**config.mk**
```make
export PLATFORM = sky130hd
export DESIGN_NAME = io_host_ctrl
export DESIGN_NICKNAME = d
export VERILOG_FILES = /design/src/hw/io_host_pkg.sv /design/src/hw/fuse_shifter.sv /design/src/hw/io_host_ctrl.sv
export SDC_FILE = /design/constraint.sdc
export NUM_CORES = 1
export LEC_CHECK = 0
export BUFFER_PORTS_ARGS = -buffer_cell sky130_fd_sc_hd__buf_2
export CAP_MARGIN = 20
export CELL_PAD_IN_SITES_DETAIL_PLACEMENT = 1
export CELL_PAD_IN_SITES_GLOBAL_PLACEMENT = 1
export CORE_MARGIN = 2
export CORE_UTILIZATION = 49
export DETAILED_ROUTE_END_ITERATION = 7
export PLACE_DENSITY_LB_ADDON = 0.05
export SYNTH_ARGS = -nofsm -noshare
export SYNTH_HDL_FRONTEND = slang
export SYNTH_SLANG_ARGS = --single-unit
```
**constraint.sdc**
```tcl
create_clock -name clk -period 2.54 [get_ports clk]
set_input_delay 0.635 -clock clk [delete_from_list [all_inputs] [get_ports clk]]
set_output_delay 0.635 -clock clk [all_outputs]
set_load 0.02 [all_outputs]
```
**src/hw/io_host_pkg.sv**
```systemverilog
package io_host_pkg;
	// ----------------------------------------------------------------
	// timing
	// ----------------------------------------------------------------
	localparam int CLK_NS = 8;
	localparam int FUSE_HALF_NS = 32;
	localparam int FUSE_HALF_CYC = (FUSE_HALF_NS + CLK_NS - 1) / CLK_NS;
	// ----------------------------------------------------------------
	// register word indices (byte address = index * 4)
	// ----------------------------------------------------------------
	localparam logic [3:0] REG_CTRL = 4'h0;
	localparam logic [3:0] REG_HDR = 4'h1;
	localparam logic [3:0] REG_PAY0 = 4'h2;
	localparam logic [3:0] REG_PAY3 = 4'h5;
	localparam logic [3:0] REG_FUSE_LO = 4'h6;
	localparam logic [3:0] REG_FUSE_HI = 4'h7;
	localparam logic [3:0] REG_STATUS = 4'h8;
	localparam logic [3:0] REG_CREDITS = 4'h9;
	localparam logic [3:0] REG_PIO_LO = 4'hA;
	localparam logic [3:0] REG_PIO_HI = 4'hB;
	localparam logic [3:0] REG_MMU_LO = 4'hC;
	localparam logic [3:0] REG_MMU_HI = 4'hD;
	// ----------------------------------------------------------------
	// upstream packet link
	// ----------------------------------------------------------------
	localparam logic [2:0] PAY_BEATS = 3'h4;
	localparam int TAG_KIND = 15;
	localparam int TAG_CRED_LO = 8;
	localparam int CRED_W = 4;
	localparam int CREDITS = 16;
	localparam int PIO_CRED_LO = 56;
	localparam logic [31:0] HDR_RSVD_MASK = 32'hF03F_FFFF;
	localparam logic [31:0] HDR_RET_MASK = 32'hFFFF_8FFF;
	localparam logic [31:0] HDR_INT_MASK = 32'hFFFF_FFFF;
	localparam logic [15:0] CRED_ONE = 16'h0001;
	// ----------------------------------------------------------------
	// fuse serial link
	// ----------------------------------------------------------------
	localparam int N_STROBE = 4;
	localparam int FUSE_W = 64;
	localparam logic [1:0] FUSE_STAT_SEL = 2'h3;
	localparam logic [6:0] FUSE_BITS = 7'h16;
	localparam logic [6:0] FUSE_STAT_BITS = 7'h40;
	localparam int FUSE_PAD = FUSE_W - int'(FUSE_BITS);
	// ----------------------------------------------------------------
	// unit control packet codes
	// ----------------------------------------------------------------
	localparam logic [3:0] PT_RD_REJ = 4'h0;
	localparam logic [3:0] PT_RD_ACK = 4'h1;
	localparam logic [3:0] PT_FL_ACK = 4'h3;
	localparam logic [3:0] PT_FL_REJ = 4'h7;
	localparam logic [3:0] PT_RD_REQ = 4'h4;
	localparam logic [3:0] PT_WR_REQ = 4'h5;
	localparam logic [3:0] PT_FL_REQ = 4'h6;
	localparam logic [2:0] SZ_1B = 3'h0;
	localparam logic [2:0] SZ_4B = 3'h2;
	localparam logic [2:0] SZ_8B = 3'h3;
	localparam logic [1:0] BUF_CORE = 2'h0;
	localparam logic [1:0] BUF_TEST = 2'h1;
	// ----------------------------------------------------------------
	// carriers
	// ----------------------------------------------------------------
	typedef struct packed {
		logic [8:0] byte_sel;
		logic [39:0] addr;
		logic [2:0] size;
		logic [1:0] buf_id;
		logic [2:0] cpu_id;
		logic [2:0] thread_id;
		logic [3:0] ptype;
	} ctl_hdr_s;
	typedef struct packed {
		logic [63:0] payload;
		ctl_hdr_s hdr;
	} ctl_pkt_s;
	typedef struct packed {
		logic read;
		logic write;
		logic [5:0] address;
		logic [31:0] writedata;
	} avl_req_s;
	typedef struct packed {
		logic hdr_valid;
		logic mmu_valid;
		logic [63:0] data;
	} pio_bus_s;
	typedef struct packed {
		logic accept;
		logic reject;
		logic [5:0] id;
	} int_rsp_s;
	typedef struct packed {
		logic [19:0] rsvd_hi;
		logic [1:0] fuse_sel;
		logic [1:0] rsvd_mid;
		logic [3:0] tag;
		logic rsvd_lo;
		logic fuse_go;
		logic wr_done;
		logic send;
	} ctrl_cmd_s;
	typedef struct packed {
		logic [7:0] rsvd_hi;
		logic [7:0] int_count;
		logic [1:0] rsvd_mid;
		logic [5:0] int_id;
		logic [1:0] rsvd_lo;
		logic int_rej;
		logic int_acc;
		logic int_err;
		logic cred_err;
		logic fuse_busy;
		logic up_busy;
	} status_s;
endpackage : io_host_pkg

```
**src/hw/fuse_shifter.sv**
```systemverilog
`timescale 1ns/10ps
`default_nettype none
module fuse_shifter (
	// system
	input wire logic clk,
	input wire logic reset_n,
	// command
	input wire logic start,
	input wire logic [1:0] sel,
	input wire logic [63:0] word,
	output var logic busy,
	// serial link
	output var logic fuse_shift_clock,
	output var logic fuse_data,
	output var logic [io_host_pkg::N_STROBE-1:0] fuse_strobe
);
	import io_host_pkg::*;

	logic busy_q;
	logic clk_q;
	logic data_q;
	logic [N_STROBE-1:0] strobe_q;
	logic [63:0] sh_q;
	logic [6:0] cnt_q;
	logic [6:0] len_q;
	logic [7:0] div_q;
	logic [6:0] rises_q;
	logic take;
	logic is_stat;
	logic tick;
	logic last;
	logic first_bit;
	logic [63:0] aligned;

	assign take = start & ~busy_q;
	assign is_stat = (sel == FUSE_STAT_SEL);
	assign tick = busy_q & (div_q == 8'(FUSE_HALF_CYC - 1));
	assign last = tick & clk_q & (cnt_q == 7'h01);
	// 22-bit words sit at the top so every field leaves msb first
	assign aligned = is_stat ? word : {word[FUSE_BITS-1:0], FUSE_PAD'(0)};
	assign first_bit = aligned[FUSE_W-1];
	assign busy = busy_q;
	assign fuse_shift_clock = clk_q;
	assign fuse_data = data_q;
	assign fuse_strobe = strobe_q;

	// ----------------------------------------------------------------
	// bit clock divider
	// ----------------------------------------------------------------
	always_ff @(posedge clk or negedge reset_n) begin
		if (!reset_n) begin
			div_q <= 8'h00;
		end else if (!busy_q || tick) begin
			div_q <= 8'h00;
		end else begin
			div_q <= div_q + 8'h01;
		end
	end

	// ----------------------------------------------------------------
	// shifter: data changes on the falling bit clock
	// ----------------------------------------------------------------
	always_ff @(posedge clk or negedge reset_n) begin
		if (!reset_n) begin
			busy_q <= 1'b0;
			clk_q <= 1'b0;
			data_q <= 1'b0;
			sh_q <= 64'h0;
			cnt_q <= 7'h00;
			len_q <= 7'h00;
		end else if (take) begin
			busy_q <= 1'b1;
			clk_q <= 1'b0;
			sh_q <= aligned;
			data_q <= first_bit;
			cnt_q <= is_stat ? FUSE_STAT_BITS : FUSE_BITS;
			len_q <= is_stat ? FUSE_STAT_BITS : FUSE_BITS;
		end else if (tick) begin
			clk_q <= ~clk_q;
			if (last) begin
				busy_q <= 1'b0;
				data_q <= 1'b0;
			end else if (clk_q) begin
				sh_q <= {sh_q[62:0], 1'b0};
				data_q <= sh_q[62];
				cnt_q <= cnt_q - 7'h01;
			end
		end
	end

	// one strobe per destination, all sharing the data line
	genvar gi;
	generate
		for (gi = 0; gi < N_STROBE; gi++) begin : g_strobe
			always_ff @(posedge clk or negedge reset_n) begin
				if (!reset_n) begin
					strobe_q[gi] <= 1'b0;
				end else if (take && sel == 2'(gi)) begin
					strobe_q[gi] <= 1'b1;
				end else if (last) begin
					strobe_q[gi] <= 1'b0;
				end
			end
		end
	endgenerate

	// ----------------------------------------------------------------
	// checks
	// ----------------------------------------------------------------
	always_ff @(posedge clk or negedge reset_n) begin
		if (!reset_n) begin
			rises_q <= 7'h00;
		end else if (take) begin
			rises_q <= 7'h00;
		end else if (tick && !clk_q) begin
			rises_q <= rises_q + 7'h01;
		end
	end

	chk_fuse_bit_count: assert property (@(posedge clk) disable iff (!reset_n)
		$fell(busy_q) |-> rises_q == len_q)
		else $error("fuse word length wrong");
	chk_fuse_msb_first: assert property (@(posedge clk) disable iff (!reset_n)
		take |=> fuse_data == $past(first_bit) && !fuse_shift_clock)
		else $error("fuse word not msb first");
	chk_fuse_one_strobe: assert property (@(posedge clk) disable iff (!reset_n)
		$onehot0(strobe_q) && (busy_q == (|strobe_q)))
		else $error("fuse strobe not single");
endmodule : fuse_shifter
`default_nettype wire

```
**src/hw/io_host_ctrl.sv**
```systemverilog
`timescale 1ns/10ps
`default_nettype none
module io_host_ctrl (
	// system
	input wire logic clk,
	input wire logic reset_n,
	// register bus
	input wire io_host_pkg::avl_req_s avl,
	output var logic [31:0] avl_readdata,
	output var logic avl_waitrequest,
	// upstream packet link
	output var logic up_req,
	input wire logic up_grant,
	output var logic up_valid,
	output var logic [31:0] up_data,
	// request path from device
	input wire io_host_pkg::pio_bus_s pio,
	output var logic wr_done_valid,
	output var logic [3:0] wr_done_tag,
	// interrupt response from device
	input wire io_host_pkg::int_rsp_s int_rsp,
	// fuse link
	output var logic fuse_shift_clock,
	output var logic fuse_data,
	output var logic [io_host_pkg::N_STROBE-1:0] fuse_strobe
);
	import io_host_pkg::*;

	typedef enum logic [1:0] {UP_IDLE, UP_REQ, UP_SEND} up_st_e;

	// ----------------------------------------------------------------
	// bus decode
	// ----------------------------------------------------------------
	logic wait_q;
	logic [31:0] rdata_q;
	logic [3:0] idx;
	logic acc;
	logic acc_wr;
	logic wr_ctrl;
	logic wr_hdr;
	logic wr_pay;
	logic wr_stat;
	logic [1:0] pay_sel;
	ctrl_cmd_s cmd;
	status_s wstat;
	logic [15:0][31:0] rmap;
	logic up_busy;

	assign idx = avl.address[5:2];
	assign acc = (avl.read | avl.write) & ~wait_q;
	assign acc_wr = acc & avl.write;
	assign cmd = ctrl_cmd_s'(avl.writedata);
	assign wstat = status_s'(avl.writedata);
	assign wr_ctrl = acc_wr & (idx == REG_CTRL);
	assign wr_stat = acc_wr & (idx == REG_STATUS);
	assign wr_hdr = acc_wr & (idx == REG_HDR) & ~up_busy;
	assign wr_pay = acc_wr & (idx >= REG_PAY0) & (idx <= REG_PAY3) & ~up_busy;
	assign pay_sel = 2'(idx - REG_PAY0);

	// ----------------------------------------------------------------
	// state
	// ----------------------------------------------------------------
	up_st_e st_q;
	logic up_req_q;
	logic up_valid_q;
	logic [31:0] up_data_q;
	logic [2:0] beat_q;
	logic [31:0] hdr_q;
	logic [3:0][31:0] pay_q;
	logic [63:0] fuse_word_q;
	logic [63:0] pio_q;
	logic [63:0] mmu_q;
	logic [15:0] credits_q;
	logic cred_err_q;
	logic int_err_q;
	logic int_acc_q;
	logic int_rej_q;
	logic [5:0] int_id_q;
	logic [7:0] int_count_q;
	logic wr_done_q;
	logic [3:0] wr_tag_q;
	logic fuse_busy;
	status_s stat;

	// ----------------------------------------------------------------
	// packet build
	// ----------------------------------------------------------------
	function automatic ctl_pkt_s pkt_clean(input ctl_pkt_s p);
		ctl_pkt_s r;
		logic ret;
		r = p;
		ret = 1'b0;
		case (p.hdr.ptype)
			PT_RD_REJ, PT_FL_REJ: begin
				r.payload = 64'h0;
				ret = 1'b1;
			end
			PT_RD_ACK, PT_FL_ACK: begin
				ret = 1'b1;
			end
			default: begin
				ret = 1'b0;
			end
		endcase
		if (ret) begin
			r.hdr.addr = 40'h0;
			r.hdr.size = 3'h0;
		end
		// byte select is only meaningful for test-unit packets
		if (p.hdr.buf_id != BUF_TEST) begin
			r.hdr.byte_sel = 9'h000;
		end
		return r;
	endfunction : pkt_clean

	ctl_pkt_s pkt_out;
	logic [3:0][31:0] pkt_w;
	logic [31:0] hdr_out;
	logic is_ret;
	logic [3:0] hdr_cred;

	assign pkt_out = pkt_clean(ctl_pkt_s'(pay_q));
	assign pkt_w = pkt_out;
	assign is_ret = hdr_q[TAG_KIND];
	// reserved bits forced low; read returns keep tag bits 14:12 at zero
	assign hdr_out = hdr_q & HDR_RSVD_MASK & (is_ret ? HDR_RET_MASK : HDR_INT_MASK);
	assign hdr_cred = hdr_q[TAG_CRED_LO +: CRED_W];

	// ----------------------------------------------------------------
	// credit tracking
	// ----------------------------------------------------------------
	logic up_start;
	logic [3:0] pio_cred;
	logic [15:0] set_vec;
	logic [15:0] clr_vec;
	logic cred_clash;

	assign up_start = (st_q == UP_REQ) & up_grant;
	assign pio_cred = pio.data[PIO_CRED_LO +: CRED_W];
	assign set_vec = pio.hdr_valid ? (CRED_ONE << pio_cred) : 16'h0000;
	assign clr_vec = ((wr_ctrl & cmd.wr_done) ? (CRED_ONE << cmd.tag) : 16'h0000)
		| ((up_start & is_ret) ? (CRED_ONE << hdr_cred) : 16'h0000);
	assign cred_clash = |(set_vec & credits_q & ~clr_vec);

	always_ff @(posedge clk or negedge reset_n) begin
		if (!reset_n) begin
			credits_q <= 16'h0000;
		end else begin
			credits_q <= (credits_q & ~clr_vec) | set_vec;
		end
	end

	// ----------------------------------------------------------------
	// register bus slave: one wait cycle, then the answer
	// ----------------------------------------------------------------
	assign stat = '{
		rsvd_hi: 8'h00,
		int_count: int_count_q,
		rsvd_mid: 2'h0,
		int_id: int_id_q,
		rsvd_lo: 2'h0,
		int_rej: int_rej_q,
		int_acc: int_acc_q,
		int_err: int_err_q,
		cred_err: cred_err_q,
		fuse_busy: fuse_busy,
		up_busy: up_busy
	};

	always_comb begin
		rmap = '0;
		rmap[REG_HDR] = hdr_q;
		rmap[REG_PAY0] = pay_q[0];
		rmap[REG_PAY0 + 4'h1] = pay_q[1];
		rmap[REG_PAY0 + 4'h2] = pay_q[2];
		rmap[REG_PAY3] = pay_q[3];
		rmap[REG_FUSE_LO] = fuse_word_q[31:0];
		rmap[REG_FUSE_HI] = fuse_word_q[63:32];
		rmap[REG_STATUS] = stat;
		rmap[REG_CREDITS] = 32'(credits_q);
		rmap[REG_PIO_LO] = pio_q[31:0];
		rmap[REG_PIO_HI] = pio_q[63:32];
		rmap[REG_MMU_LO] = mmu_q[31:0];
		rmap[REG_MMU_HI] = mmu_q[63:32];
	end

	always_ff @(posedge clk or negedge reset_n) begin
		if (!reset_n) begin
			wait_q <= 1'b1;
			rdata_q <= 32'h0000_0000;
		end else if ((avl.read | avl.write) && wait_q) begin
			wait_q <= 1'b0;
			rdata_q <= avl.read ? rmap[idx] : 32'h0000_0000;
		end else begin
			wait_q <= 1'b1;
		end
	end

	// ----------------------------------------------------------------
	// software registers
	// ----------------------------------------------------------------
	always_ff @(posedge clk or negedge reset_n) begin
		if (!reset_n) begin
			hdr_q <= 32'h0000_0000;
			pay_q <= '0;
			fuse_word_q <= 64'h0;
		end else if (wr_hdr) begin
			hdr_q <= avl.writedata;
		end else if (wr_pay) begin
			pay_q[pay_sel] <= avl.writedata;
		end else if (acc_wr && idx == REG_FUSE_LO) begin
			fuse_word_q[31:0] <= avl.writedata;
		end else if (acc_wr && idx == REG_FUSE_HI) begin
			fuse_word_q[63:32] <= avl.writedata;
		end
	end

	// ----------------------------------------------------------------
	// write-done return toward the device
	// ----------------------------------------------------------------
	always_ff @(posedge clk or negedge reset_n) begin
		if (!reset_n) begin
			wr_done_q <= 1'b0;
			wr_tag_q <= 4'h0;
		end else begin
			wr_done_q <= wr_ctrl & cmd.wr_done;
			wr_tag_q <= (wr_ctrl & cmd.wr_done) ? cmd.tag : 4'h0;
		end
	end

	// ----------------------------------------------------------------
	// observation of device outputs
	// ----------------------------------------------------------------
	logic int_any;
	assign int_any = int_rsp.accept | int_rsp.reject;

	always_ff @(posedge clk or negedge reset_n) begin
		if (!reset_n) begin
			pio_q <= 64'h0;
			mmu_q <= 64'h0;
			int_id_q <= 6'h00;
			int_acc_q <= 1'b0;
			int_rej_q <= 1'b0;
			int_count_q <= 8'h00;
		end else begin
			if (pio.hdr_valid) begin
				pio_q <= pio.data;
			end
			if (pio.mmu_valid) begin
				mmu_q <= pio.data;
			end
			// id is taken only while accept or reject qualifies it
			if (int_any) begin
				int_id_q <= int_rsp.id;
				int_acc_q <= int_rsp.accept;
				int_rej_q <= int_rsp.reject;
				int_count_q <= int_count_q + 8'h01;
			end
		end
	end

	// sticky errors: a new event wins over a clear in the same cycle
	always_ff @(posedge clk or negedge reset_n) begin
		if (!reset_n) begin
			cred_err_q <= 1'b0;
			int_err_q <= 1'b0;
		end else begin
			cred_err_q <= cred_clash | (cred_err_q & ~(wr_stat & wstat.cred_err));
			int_err_q <= (int_rsp.accept & int_rsp.reject)
				| (int_err_q & ~(wr_stat & wstat.int_err));
		end
	end

	// ----------------------------------------------------------------
	// upstream sender: request, grant, header, four payload beats
	// ----------------------------------------------------------------
	assign up_busy = (st_q != UP_IDLE);

	always_ff @(posedge clk or negedge reset_n) begin
		if (!reset_n) begin
			st_q <= UP_IDLE;
			up_req_q <= 1'b0;
			up_valid_q <= 1'b0;
			up_data_q <= 32'h0000_0000;
			beat_q <= 3'h0;
		end else begin
			case (st_q)
				UP_IDLE: begin
					if (wr_ctrl && cmd.send) begin
						st_q <= UP_REQ;
						up_req_q <= 1'b1;
					end
				end
				UP_REQ: begin
					if (up_grant) begin
						st_q <= UP_SEND;
						up_req_q <= 1'b0;
						up_valid_q <= 1'b1;
						up_data_q <= hdr_out;
						beat_q <= 3'h0;
					end
				end
				UP_SEND: begin
					if (beat_q == PAY_BEATS) begin
						st_q <= UP_IDLE;
						up_valid_q <= 1'b0;
						up_data_q <= 32'h0000_0000;
					end else begin
						up_data_q <= pkt_w[beat_q[1:0]];
						beat_q <= beat_q + 3'h1;
					end
				end
				default: begin
					st_q <= UP_IDLE;
				end
			endcase
		end
	end

	// ----------------------------------------------------------------
	// fuse link
	// ----------------------------------------------------------------
	fuse_shifter u_fuse (
		.clk(clk),
		.reset_n(reset_n),
		.start(wr_ctrl & cmd.fuse_go),
		.sel(cmd.fuse_sel),
		.word(fuse_word_q),
		.busy(fuse_busy),
		.fuse_shift_clock(fuse_shift_clock),
		.fuse_data(fuse_data),
		.fuse_strobe(fuse_strobe)
	);

	// ----------------------------------------------------------------
	// outputs
	// ----------------------------------------------------------------
	assign avl_readdata = rdata_q;
	assign avl_waitrequest = wait_q;
	assign up_req = up_req_q;
	assign up_valid = up_valid_q;
	assign up_data = up_data_q;
	assign wr_done_valid = wr_done_q;
	assign wr_done_tag = wr_tag_q;

	// ----------------------------------------------------------------
	// checks
	// ----------------------------------------------------------------
	chk_grant_header: assert property (@(posedge clk) disable iff (!reset_n)
		up_start |=> up_valid_q && up_data_q == $past(hdr_out) && !up_req_q)
		else $error("header not sent right after grant");
	chk_packet_len: assert property (@(posedge clk) disable iff (!reset_n)
		$rose(up_valid_q) |-> up_valid_q [*5] ##1 !up_valid_q)
		else $error("packet not five cycles");
	chk_ret_tag_rsvd: assert property (@(posedge clk) disable iff (!reset_n)
		$rose(up_valid_q) && up_data_q[TAG_KIND] |-> up_data_q[14:12] == 3'h0)
		else $error("read return tag reserved bits set");
	chk_wrdone_tag: assert property (@(posedge clk) disable iff (!reset_n)
		wr_ctrl && cmd.wr_done |=> wr_done_valid && wr_done_tag == $past(cmd.tag)
		##1 !wr_done_valid || $past(wr_ctrl))
		else $error("write-done tag wrong");
	chk_ret_credit: assert property (@(posedge clk) disable iff (!reset_n)
		up_start && is_ret && !pio.hdr_valid |=> !credits_q[$past(hdr_cred)])
		else $error("returned credit still outstanding");
	chk_int_capture: assert property (@(posedge clk) disable iff (!reset_n)
		int_any |=> int_id_q == $past(int_rsp.id) && int_acc_q == $past(int_rsp.accept))
		else $error("interrupt response not captured");
endmodule : io_host_ctrl
`default_nettype wire

```
* Word-level counts from Yosys, hierarchy flattened
Cells that the tools add are included.
** Storage, ports and cells
- Register bits after elaboration :: 548
** Operators by class
- Add/sub/neg operators :: 5
- Magnitude comparators :: 6
- Equality and inequality tests :: 21
- Shift-type cells :: 3
- Mux-type cells :: 58
- Bitwise logic cells :: 42
- Reduce and logical (&&, ||, !) cells :: 40
** Operators with widths (count)
- two-way mux 63 bit :: 4
- two-way mux 32 bit :: 6
- binary-select mux 32 bit (select 4 bit) :: 1
- bitwise mux 128 bit :: 1
- two-way mux 64 bit :: 2
- binary-select mux 32 bit (select 2 bit) :: 1
- demux 32 bit (select 2 bit) :: 1
- case mux 32 bit (2 select lines) :: 1
- AND 16 bit :: 3
- two-way mux 16 bit :: 3
- << shifter 1 x 4 -> 16 bit, first input constant :: 3
- two-way mux 43 bit :: 1
- two-way mux 7 bit :: 5
- AND 32 bit :: 1
- bitwise OR 16 bit :: 2
- AND 1 bit :: 22
- nonzero test 2 bit :: 10
- two-way mux 1 bit :: 19
- AND reduction 3 bit :: 6
- adder 8 x 1 -> 8 bit, second input constant :: 2
- inverter 16 bit :: 1
- OR reduction 16 bit :: 1
- two-way mux 15 bit :: 1
- equality test 4 x 3 -> 1 bit, second input constant :: 3
- other kinds (38) :: 75

* Logic depth before layout (Yosys ltp)
Gate-level depths: netlist of run 1.
- Depth in word-level cells :: 11
- Depth in mapped cells :: 9
- Gate-level depth less buffers :: 7

* Hierarchy
Synthesis of run 1 repeated with hierarchy kept, for this count alone.
** Second synthesis, totals
- Cells, all modules :: 2132
- Area total of the unflattened synthesis :: 26558.0 sq um
** Modules (own cells, without submodules)
- io_host_ctrl :: times used 1, cells each 1767, area each 22246.3 sq um, seq. area each 11587.4 sq um
- fuse_shifter :: times used 1, cells each 365, area each 4311.6 sq um, seq. area each 2127.0 sq um

* Least setup slack after synthesis of run 1
OpenSTA, ideal clock, no wires.
- Path type :: input to register
- Start point :: input port avl[34] (netlist name)
- End point :: register cred_err_q
- Arrival time :: 2.068 ns
- Setup slack :: 0.337 ns
- Cell stages on the path :: 7
- Buffers on the path :: 1
- Cells stage by stage :: buf_2 nor4b_4 nand3_4 o31ai_1 o22ai_1 nor4_1 nand4_1
** On the way
- Word-level cells in the longest chain between the ends :: 9
- Elaborated cells on any way between the ends :: 14
- Classes of those cells :: eq/ne: 1; mux: 1; bitwise: 10; reduce/logical: 2
** Ends and longest elaborated chain
- from (decl) :: RTL line io_host_ctrl.sv:8 : input wire io_host_pkg::avl_req_s avl,
- zero test 4 bit :: RTL line io_host_ctrl.sv:54 : assign wr_ctrl = acc_wr & (idx == REG_CTRL);
- AND 1 bit :: RTL line io_host_ctrl.sv:54
- AND 1 bit :: RTL line io_host_ctrl.sv:141 : assign clr_vec = ((wr_ctrl & cmd.wr_done) ? (CRED_ONE << cmd.tag) : 16'h0000)
- two-way mux 16 bit :: RTL line io_host_ctrl.sv:141
- bitwise OR 16 bit :: RTL line io_host_ctrl.sv:142 : | ((up_start & is_ret) ? (CRED_ONE << hdr_cred) : 16'h0000);
- inverter 16 bit :: RTL line io_host_ctrl.sv:143 : assign cred_clash = |(set_vec & credits_q & ~clr_vec);
- AND 16 bit :: RTL line io_host_ctrl.sv:143
- OR reduction 16 bit :: RTL line io_host_ctrl.sv:143
- bitwise OR 1 bit (*) :: RTL line io_host_ctrl.sv:268 : cred_err_q <= cred_clash | (cred_err_q & ~(wr_stat & wstat.cred_err));
- to (signal assigned) :: RTL line io_host_ctrl.sv:268
- to (decl) :: RTL line io_host_ctrl.sv:74 : logic cred_err_q;
Every way passes the cells marked *; elsewhere a longest branch is shown, timed or not.
A chain may end at the register's enable or synchronous reset.

* Worst setup path after layout of run 1
- Start point :: register u_fuse.div_q[0]
- End point :: register u_fuse.cnt_q[5]
** On the way
- Word-level cells in the longest chain between the ends :: 6
- Elaborated cells on any way between the ends :: 7
- Classes of those cells :: eq/ne: 2; bitwise: 3; reduce/logical: 2
** Ends and longest elaborated chain
- from (decl) :: RTL line fuse_shifter.sv:26 : logic [7:0] div_q;
- from (signal assigned) :: RTL line fuse_shifter.sv:56 : div_q <= div_q + 8'h01;
- equality test 8 x 2 -> 1 bit (*) :: RTL line fuse_shifter.sv:37 : assign tick = busy_q & (div_q == 8'(FUSE_HALF_CYC - 1));
- AND 1 bit (*) :: RTL line fuse_shifter.sv:37
- AND 1 bit (2 in series) :: RTL line fuse_shifter.sv:38 : assign last = tick & clk_q & (cnt_q == 7'h01);
- inequality test 2 x 1 -> 1 bit (no source line)
- AND reduction 3 bit (no source line) (*)
- to (signal assigned) :: RTL line fuse_shifter.sv:76 : cnt_q <= is_stat ? FUSE_STAT_BITS : FUSE_BITS;
- to (signal assigned) :: RTL line fuse_shifter.sv:86 : cnt_q <= cnt_q - 7'h01;
- to (decl) :: RTL line fuse_shifter.sv:24 : logic [6:0] cnt_q;
Marks and branches as above.

==> reports/results.txt, run 1 <==
status -> complete, no violations
Tightest Pin Transition -> 0.6972 ns
combinational fraction of design power -> 23.5%
mux contribution to synthesized area -> 24.13%
simple-gate share of the synthesized area -> 8.585%
Worst Hold Class -> in2reg
Avg Inst Size Synth -> 11.67 um2
Static Leak -> 14.10 nW
Area Growth Syn to Fin -> 16.86%
Max Transition Viols Final -> 0
clk sink count -> 548
fin crit share -> 90.40%
Wirelength per Cell -> 26.95 um
CTS Buffer Depth -> 3
Fin Hold WS -> 0.2460 ns
Seq/Total Area, Yosys -> 52.04%
XOR/XNOR Fraction of Synth Area -> 0.6647%
Hold Crit Depth -> 2
warnings from Yosys -> 0
TritonCTS Buffers -> 59
Ports -> 195
synthesized cell area -> 26350 um2
initial antenna violation count -> 7
via count -> 19560
Starting Density -> 49.85%
crit path capture type -> register
grt total ovfl -> 0
worst hold start -> int_rsp[4]
syn nets -> 2382
slew margin rel. -> 53.52%
Layout Cells excl Fill -> 3213
ratio of cells with drive above 1 in the final layout -> 35.04%
Worst-Skew Late Latency -> 0.63 ns
clock-pin slew on the worst setup and hold paths -> 0.06 ns
compound-cell area share of the yosys netlist -> 10.86%
Layout Nets -> 2599
register-to-register setup slack -> 0.24 ns
Pint -> 18.53 mW
DR pass1 iterations -> 5
Startpoint Class -> register
Post-synth top cells -> 547 x dfrtp_1, 370 x mux2_2, 281 x nand2_1
global-route wire length before repair -> 132300 um
reg2reg start -> u_fuse.div_q[0]$_DFF_PN0_
CTS root buffer -> clkbuf_16
DIE AREA -> 55650 um2
CTS-repair resized insts -> 0
H-tree levels -> 2
count of unique library cells instantiated by Yosys -> 65
RSZ-0062 raised after global routing -> no
main combinational cell family by area after synthesis -> multiplexers
Placed Instances -> 3102
Switching Fraction -> 31.87%
ys flop type -> dfrtp_1
reg-to-reg endpoint -> u_fuse.cnt_q[5]$_DFFE_PN0P_
critical-path maximum fanout -> 7
Synth Area in Adders -> 0.2849%
cells after synthesis -> 2259
Crit Path Class -> reg2reg
Rows -> 84
Setup-failing EPs final -> 0
FF+latch count, synth -> 548
share of the synthesized area in the top cell type -> 51.94%
Switch Pwr -> 8.668 mW
Final WS setup -> 0.2438 ns
# DRC -> 0
R2R depth -> 7
total of max-cap violations -> 0
Die Width -> 235.9 um
DR iter-0 viols -> 1136
Die Height -> 235.9 um
antenna-violating nets left -> 0
EDFF count, synth -> 0
vias per inst -> 6.089
CP arrival -> 2.81 ns
top area cells in the synthesized netlist -> dfrtp_1 52%, mux2_2 16%, nand2_1 4.0%
Flop pwr share -> 43.6%
DRT Wirelength -> 86590 um
Hold Path Sink -> int_id_q[4]$_DFFE_PN0P_
top-count cell post-synth -> dfrtp_1
hpwl dp -> 61220 um
endpoints failing hold -> 0
vias in the first global route -> 21010
TNS Setup -> 0 ns
Core Footprint -> 52870 um2
fin crit period -> 2.296 ns
Fmax -> 435.5 MHz
largest net degree at the start of global routing -> 104
Clock Skew -> 0.02061 ns
Final Wtd Congestion -> 0.8799
Post-synth ARST share -> 100.0%
Max VDD drop -> 0.5602 mV
CP Data Required Time -> 3.06 ns
# port buffers -> 192
Clock Power Share -> 33.0%
pre-CTS WS -> -0.1171 ns
Yosys top cell by area -> dfrtp_1
pwr/cell area -> 883.1 nW/um2
gr usage total -> 31.18%
CTS tree -> done
[worst max-delay path, cell delays in order, from the launching register on]
cell and delay [ns]:
dfrtp_1 0.38, ha_1 0.26, nor3b_2 0.32, nand4_2 0.27, nand2b_2 0.31, nor4_1 0.38, xnor2_1 0.20, nor2_1 0.07
[power groups by stage]
stage / sequential, mW / combinational (mW) / clock, mW
6_report: 11.9 / 6.38 / 8.96
3_5_place_dp: 12.0 / 6.30 / 0
4_1_cts: 11.8 / 6.38 / 9.11
3_3_place_gp: 11.8 / 6.12 / 0
5_1_grt: 12.0 / 6.85 / 9.43
2_1_floorplan: 11.7 / 3.72 / 0
[repair_timing]
item,4_1_cts,5_1_grt
hold buffers,1,0
buffers inserted,0,0
hold endpoints to repair,30,0
[state kept, by name, indices dropped and copies added, names as in the netlist, 2 cells and up]
register and flops:
pio_q 64, beat_q 3, fuse_word_q 64, mmu_q 64
up_data 32, u_fuse.cnt_q 7, wr_done_tag 4, pay_q 128
credits_q 16, int_id_q 6, hdr_q 32, avl_readdata 32
int_count_q 8, u_fuse.div_q 8, st_q 2, u_fuse.fuse_strobe 4
u_fuse.sh_q 63
[worst max path at each step]
| stage | slack [ns] | to | depth (start not counted) | startpoint |
|---|---|---|---|---|
| final | 0.24 | u_fuse.cnt_q[5]$_DFFE_PN0P_ | 7 | u_fuse.div_q[0]$_DFF_PN0_ |
| after global routing | 0.03 | u_fuse.cnt_q[5]$_DFFE_PN0P_ | 7 | u_fuse.div_q[0]$_DFF_PN0_ |
| after CTS | 0.27 | u_fuse.cnt_q[5]$_DFFE_PN0P_ | 7 | u_fuse.div_q[0]$_DFF_PN0_ |
| after detailed placement | -0.12 | avl_readdata[24]$_DFFE_PN0P_ | 7 | avl[37] |
| after global placement | -0.08 | avl_readdata[24]$_DFFE_PN0P_ | 7 | avl[37] |
| after floorplan | 0.34 | cred_err_q$_DFF_PN0_ | 7 | avl[34] |
[area by class of cell]
type	count	area (um2)
Tap cell	688	860.8
Clock buffer	79	1693
Inverter	44	165.2
Sequential cell	548	13720
Fill cell	5450	22070
Timing Repair Buffer	325	2281
Clock inverter	26	305.3
Multi-Input combinational cell	1498	11760
Antenna cell	5	12.51
[logic make-up after synthesis]
logic type | after synthesis
flops | 548
mux | 523
simple gates | 497
compound gates | 452
buf+inv | 213
xor+xnor | 20
fa+ha+maj | 6
[stage by stage]
| step | power (mW) | utilization (%) | cell area (um2) |
|---|---|---|---|
| final | 27.20 | 58.25 | 30790 |
| after global routing | 28.31 | 58.24 | 30790 |
| after CTS | 27.31 | 58.23 | 30780 |
| after detailed placement | 18.25 | 54.43 | 28770 |
| after global placement | 17.94 | 54.43 | 28770 |
| after floorplan | 15.43 | - | 26350 |
[metal layers]
layer,global-route usage (%),vias to the layer above,routed length [um]
li1,-,8625,-
met1,44.82,10360,40100
met2,50.26,474,40870
met3,3.815,106,3693
met4,8.242,2,1904
met5,0,-,17
[layout by cell type (no fill, tap or decap), types with 7 or more instances in the layout]
cell and n:
xor2_1 10, mux4_2 44, o31ai_1 8, mux2_2 370, mux2i_1 81, nand2_1 281
a221oi_1 24, o21ai_0 109, o31a_1 9, o22ai_1 37, o221ai_1 10, a21oi_1 106
a32o_1 8, and2_1 8, buf_2 189, buf_12 24, nor3_1 13, and3_1 24
clkbuf_1 7, dfrtp_1 546, xnor2_1 10, clkbuf_16 60, nand3_1 17, nand4_1 7
nor2b_1 12, nand2b_1 13, clkbuf_8 12, nor2_1 79, a211oi_1 16, clkinv_2 14
a31oi_1 65, mux2_1 8, mux2_4 20, a221o_1 20, a22oi_1 15, inv_1 44
buf_4 109
(Power assumes the default switching activity.)
==> inputs of run 2 (changes only) <==
==> constraint.sdc (replaced) <==
create_clock -name clk -period 2.3 [get_ports clk]
set_input_delay 0.575 -clock clk [delete_from_list [all_inputs] [get_ports clk]]
set_output_delay 0.575 -clock clk [all_outputs]
set_load 0.02 [all_outputs]
==> run 2 against run 1 <==
  * First-iteration DRC count grew 19%
  * Clock-buffer cell count grew 8
  * Via count grew 0.62%
  * Clock skew shrank 0.011 ns
  * Sequential share of layout area shrank 0.39 points
  * Cell count grew 0.72%
  * Register-to-register slack lost 0.13 ns
  * Critical endpoint is now hdr_q[26]$_DFFE_PN0P_
  * Highest routed layer is now met4
==> reports/results.txt, run 2 (synthesis results as in run 1) <==
Crit Path Class -> reg2reg
final core utilization -> 58.77% (+0.52 points)
DR iter-0 viols -> 1350 (+19%)
Ports -> 195 (unchanged)
Worst Hold Class -> in2reg
Final WS setup -> 0.1113 ns (-0.1325 ns)
Startpoint Class -> register
Tightest Pin Transition -> 0.7968 ns (+0.09962 ns)
CP Data Required Time -> 2.80 ns (-0.26 ns)
pre-CTS WS -> -0.1968 ns (-0.07970 ns)
# port buffers -> 192 (unchanged)
Clock Power Share -> 32.2% (-0.8 points)
DIE AREA -> 55650 um2 (unchanged)
CP max-delay cell -> or4b_2
Area Growth Syn to Fin -> 17.90%
DRT Wirelength -> 86230 um (-0.41%)
pwr/cell area -> 961.9 nW/um2 (+8.9%)
slew margin rel. -> 46.68% (-6.8 points)
Top Family by Delay on Critical Path -> simple AND/OR/NAND/NOR gates
Die Width -> 235.9 um (unchanged)
Cell Chain, Critical Path -> nor3b_2 > nand2_1 > or4b_2 > buf_4 > mux2_1
CTS tree -> done
H-tree levels -> 2 (unchanged)
initial antenna violation count -> 3 (-4)
vias in the first global route -> 20940 (-0.35%)
footprint of the multi-input gates -> 11780 um2 (+0.18%)
Pint -> 20.35 mW (+9.8%)
CP arrival -> 2.68 ns (-0.13 ns)
Starting Density -> 49.85% (unchanged)
CTS root buffer -> clkbuf_16
combinational fraction of design power -> 23.7% (+0.2 points)
endpoints failing hold -> 0 (unchanged)
commonest non-fill, non-tap cells in the layout -> 546 x dfrtp_1, 370 x mux2_2, 280 x nand2_1
Setup-failing EPs final -> 0 (unchanged)
Fmax -> 456.9 MHz (+4.9%)
Layout fillers -> 5439 (-0.20%)
Switching Fraction -> 31.92% (+0.045 points)
RSZ-0062 raised after global routing -> no
via count -> 19690 (+0.62%)
Max VDD drop -> 0.6390 mV (+14%)
Static Leak -> 14.25 nW (+1.0%)
antenna-violating nets left -> 0 (unchanged)
largest net degree at the start of global routing -> 94 (-9.6%)
Core Footprint -> 52870 um2 (unchanged)
ratio of cells with drive above 1 in the final layout -> 35.76% (+0.72 points)
Flop pwr share -> 44.1% (+0.5 points)
status -> complete, no violations
fin crit period -> 2.189 ns (-0.1075 ns)
grt total ovfl -> 0 (unchanged)
Wirelength per Cell -> 26.65 um (-1.1%)
FF+latch area -> 13720 um2 (unchanged)
clk sink count -> 548 (unchanged)
Worst-Skew Late Latency -> 0.62 ns (about the same)
Final Power -> 29.88 mW (+9.9%)
fin crit share -> 95.16% (+4.8 points)
critical-path maximum fanout -> 11 (+4)
crit path capture type -> register
Max Transition Viols Final -> 0 (unchanged)
max reg flops -> 128 (unchanged)
Final Wtd Congestion -> 0.9269 (+5.3%)
gr usage total -> 31.23% (+0.048 points)
# DRC -> 0 (unchanged)
Switch Pwr -> 9.538 mW (+10%)
TNS Setup -> 0 ns (unchanged)
commonest non-fill, non-tap cell in the layout -> dfrtp_1
Top reg by flops -> pay_q
slowest stage delay, CP -> 0.68 ns (+0.30 ns)
Layout Nets -> 2621 (+0.85%)
Rows -> 84 (unchanged)
Clock Skew -> 0.01007 ns (-0.01054 ns)
Fin Hold WS -> 0.1851 ns (-0.06084 ns)
Die Height -> 235.9 um (unchanged)
clock-pin slew on the worst setup and hold paths -> 0.06 ns (about the same)
vias per inst -> 6.083 (about the same)
global-route wire length before repair -> 133300 um (+0.70%)
CTS Buffer Depth -> 3 (unchanged)
hpwl dp -> 61830 um (+1.0%)
TritonCTS Buffers -> 59 (unchanged)
DR pass1 iterations -> 5 (unchanged)
total of max-cap violations -> 0 (unchanged)
WP buf/inv -> 1 (+1)
run 2: changes by cell type in the layout (fill, tap and decap cells not counted), sizes merged:
| cell | change |
|---|---|
| clkbuf | +8 |
| clkinvlp | -2 |
| diode | -2 |
| bufinv | -3 |
| buf | +22 |
run 2: layout make-up:
class / count / share of cell area, %
Sequential cell: 548 / 44.15
Multi-Input combinational cell: 1498 / 37.93
Timing Repair Buffer: 347 / 8.288
Clock buffer: 87 / 5.703
Tap cell: 688 / 2.771
Clock inverter: 21 / 0.6081
Inverter: 44 / 0.5316
Antenna cell: 3 / 0.02416
run 2: path summary, 6_finish.rpt:
check                                        startpoint                      endpoint  slack (ns)  cells past startpoint
max                           avl_waitrequest$_DFF_PN1_         hdr_q[26]$_DFFE_PN0P_        0.11                      5
min                                          int_rsp[2]       int_id_q[2]$_DFFE_PN0P_        0.19                      2
max reg2reg                   avl_waitrequest$_DFF_PN1_         hdr_q[26]$_DFFE_PN0P_        0.11                      5
min reg2reg                avl_readdata[21]$_DFFE_PN0P_  avl_readdata[21]$_DFFE_PN0P_        0.48                      2
max in group asynchronous                       reset_n     avl_waitrequest$_DFF_PN1_        0.98                      3
min in group asynchronous                       reset_n         mmu_q[20]$_DFFE_PN0P_        0.48                      2
run 2: per-layer routing:
layer,wire (um),vias to the layer above,global-route usage [%]
met3,3915,108,3.862
li1,-,8670,-
met5,0,-,0
met1,39920,10410,45.45
met4,2304,0,9.284
met2,40090,499,49.22
run 2: power groups by stage:
stage                     logic [mW]  clock network, mW  registers [mW]
after floorplan                 4.11                  0            12.9
after global placement          6.79                  0            13.1
after detailed placement        7.01                  0            13.3
after CTS                       7.08               9.82            13.1
after global routing            7.62               10.2            13.4
final                           7.08               9.64            13.2
run 2: worst reg2reg max path: stages, from the launching register on:
cell	delay [ns]
dfstp_2	0.42
nor3b_2	0.28
nand2_1	0.10
or4b_2	0.68
buf_4	0.25
mux2_1	0.34
run 2: repair_timing:
action,CTS,global route
gates resized for setup,1,6
setup buffers,0,1
hold buffers,1,0
hold endpoints to repair,30,0
endpoints found under the setup margin,1,29
run 2: stage by stage:
stage                     instance area, um2  instances
after floorplan                        26350       2259
after global placement                 29060       3123
after detailed placement               29060       3123
after CTS                              31030       3232
after global routing                   31060       3235
final                                  31070       3236
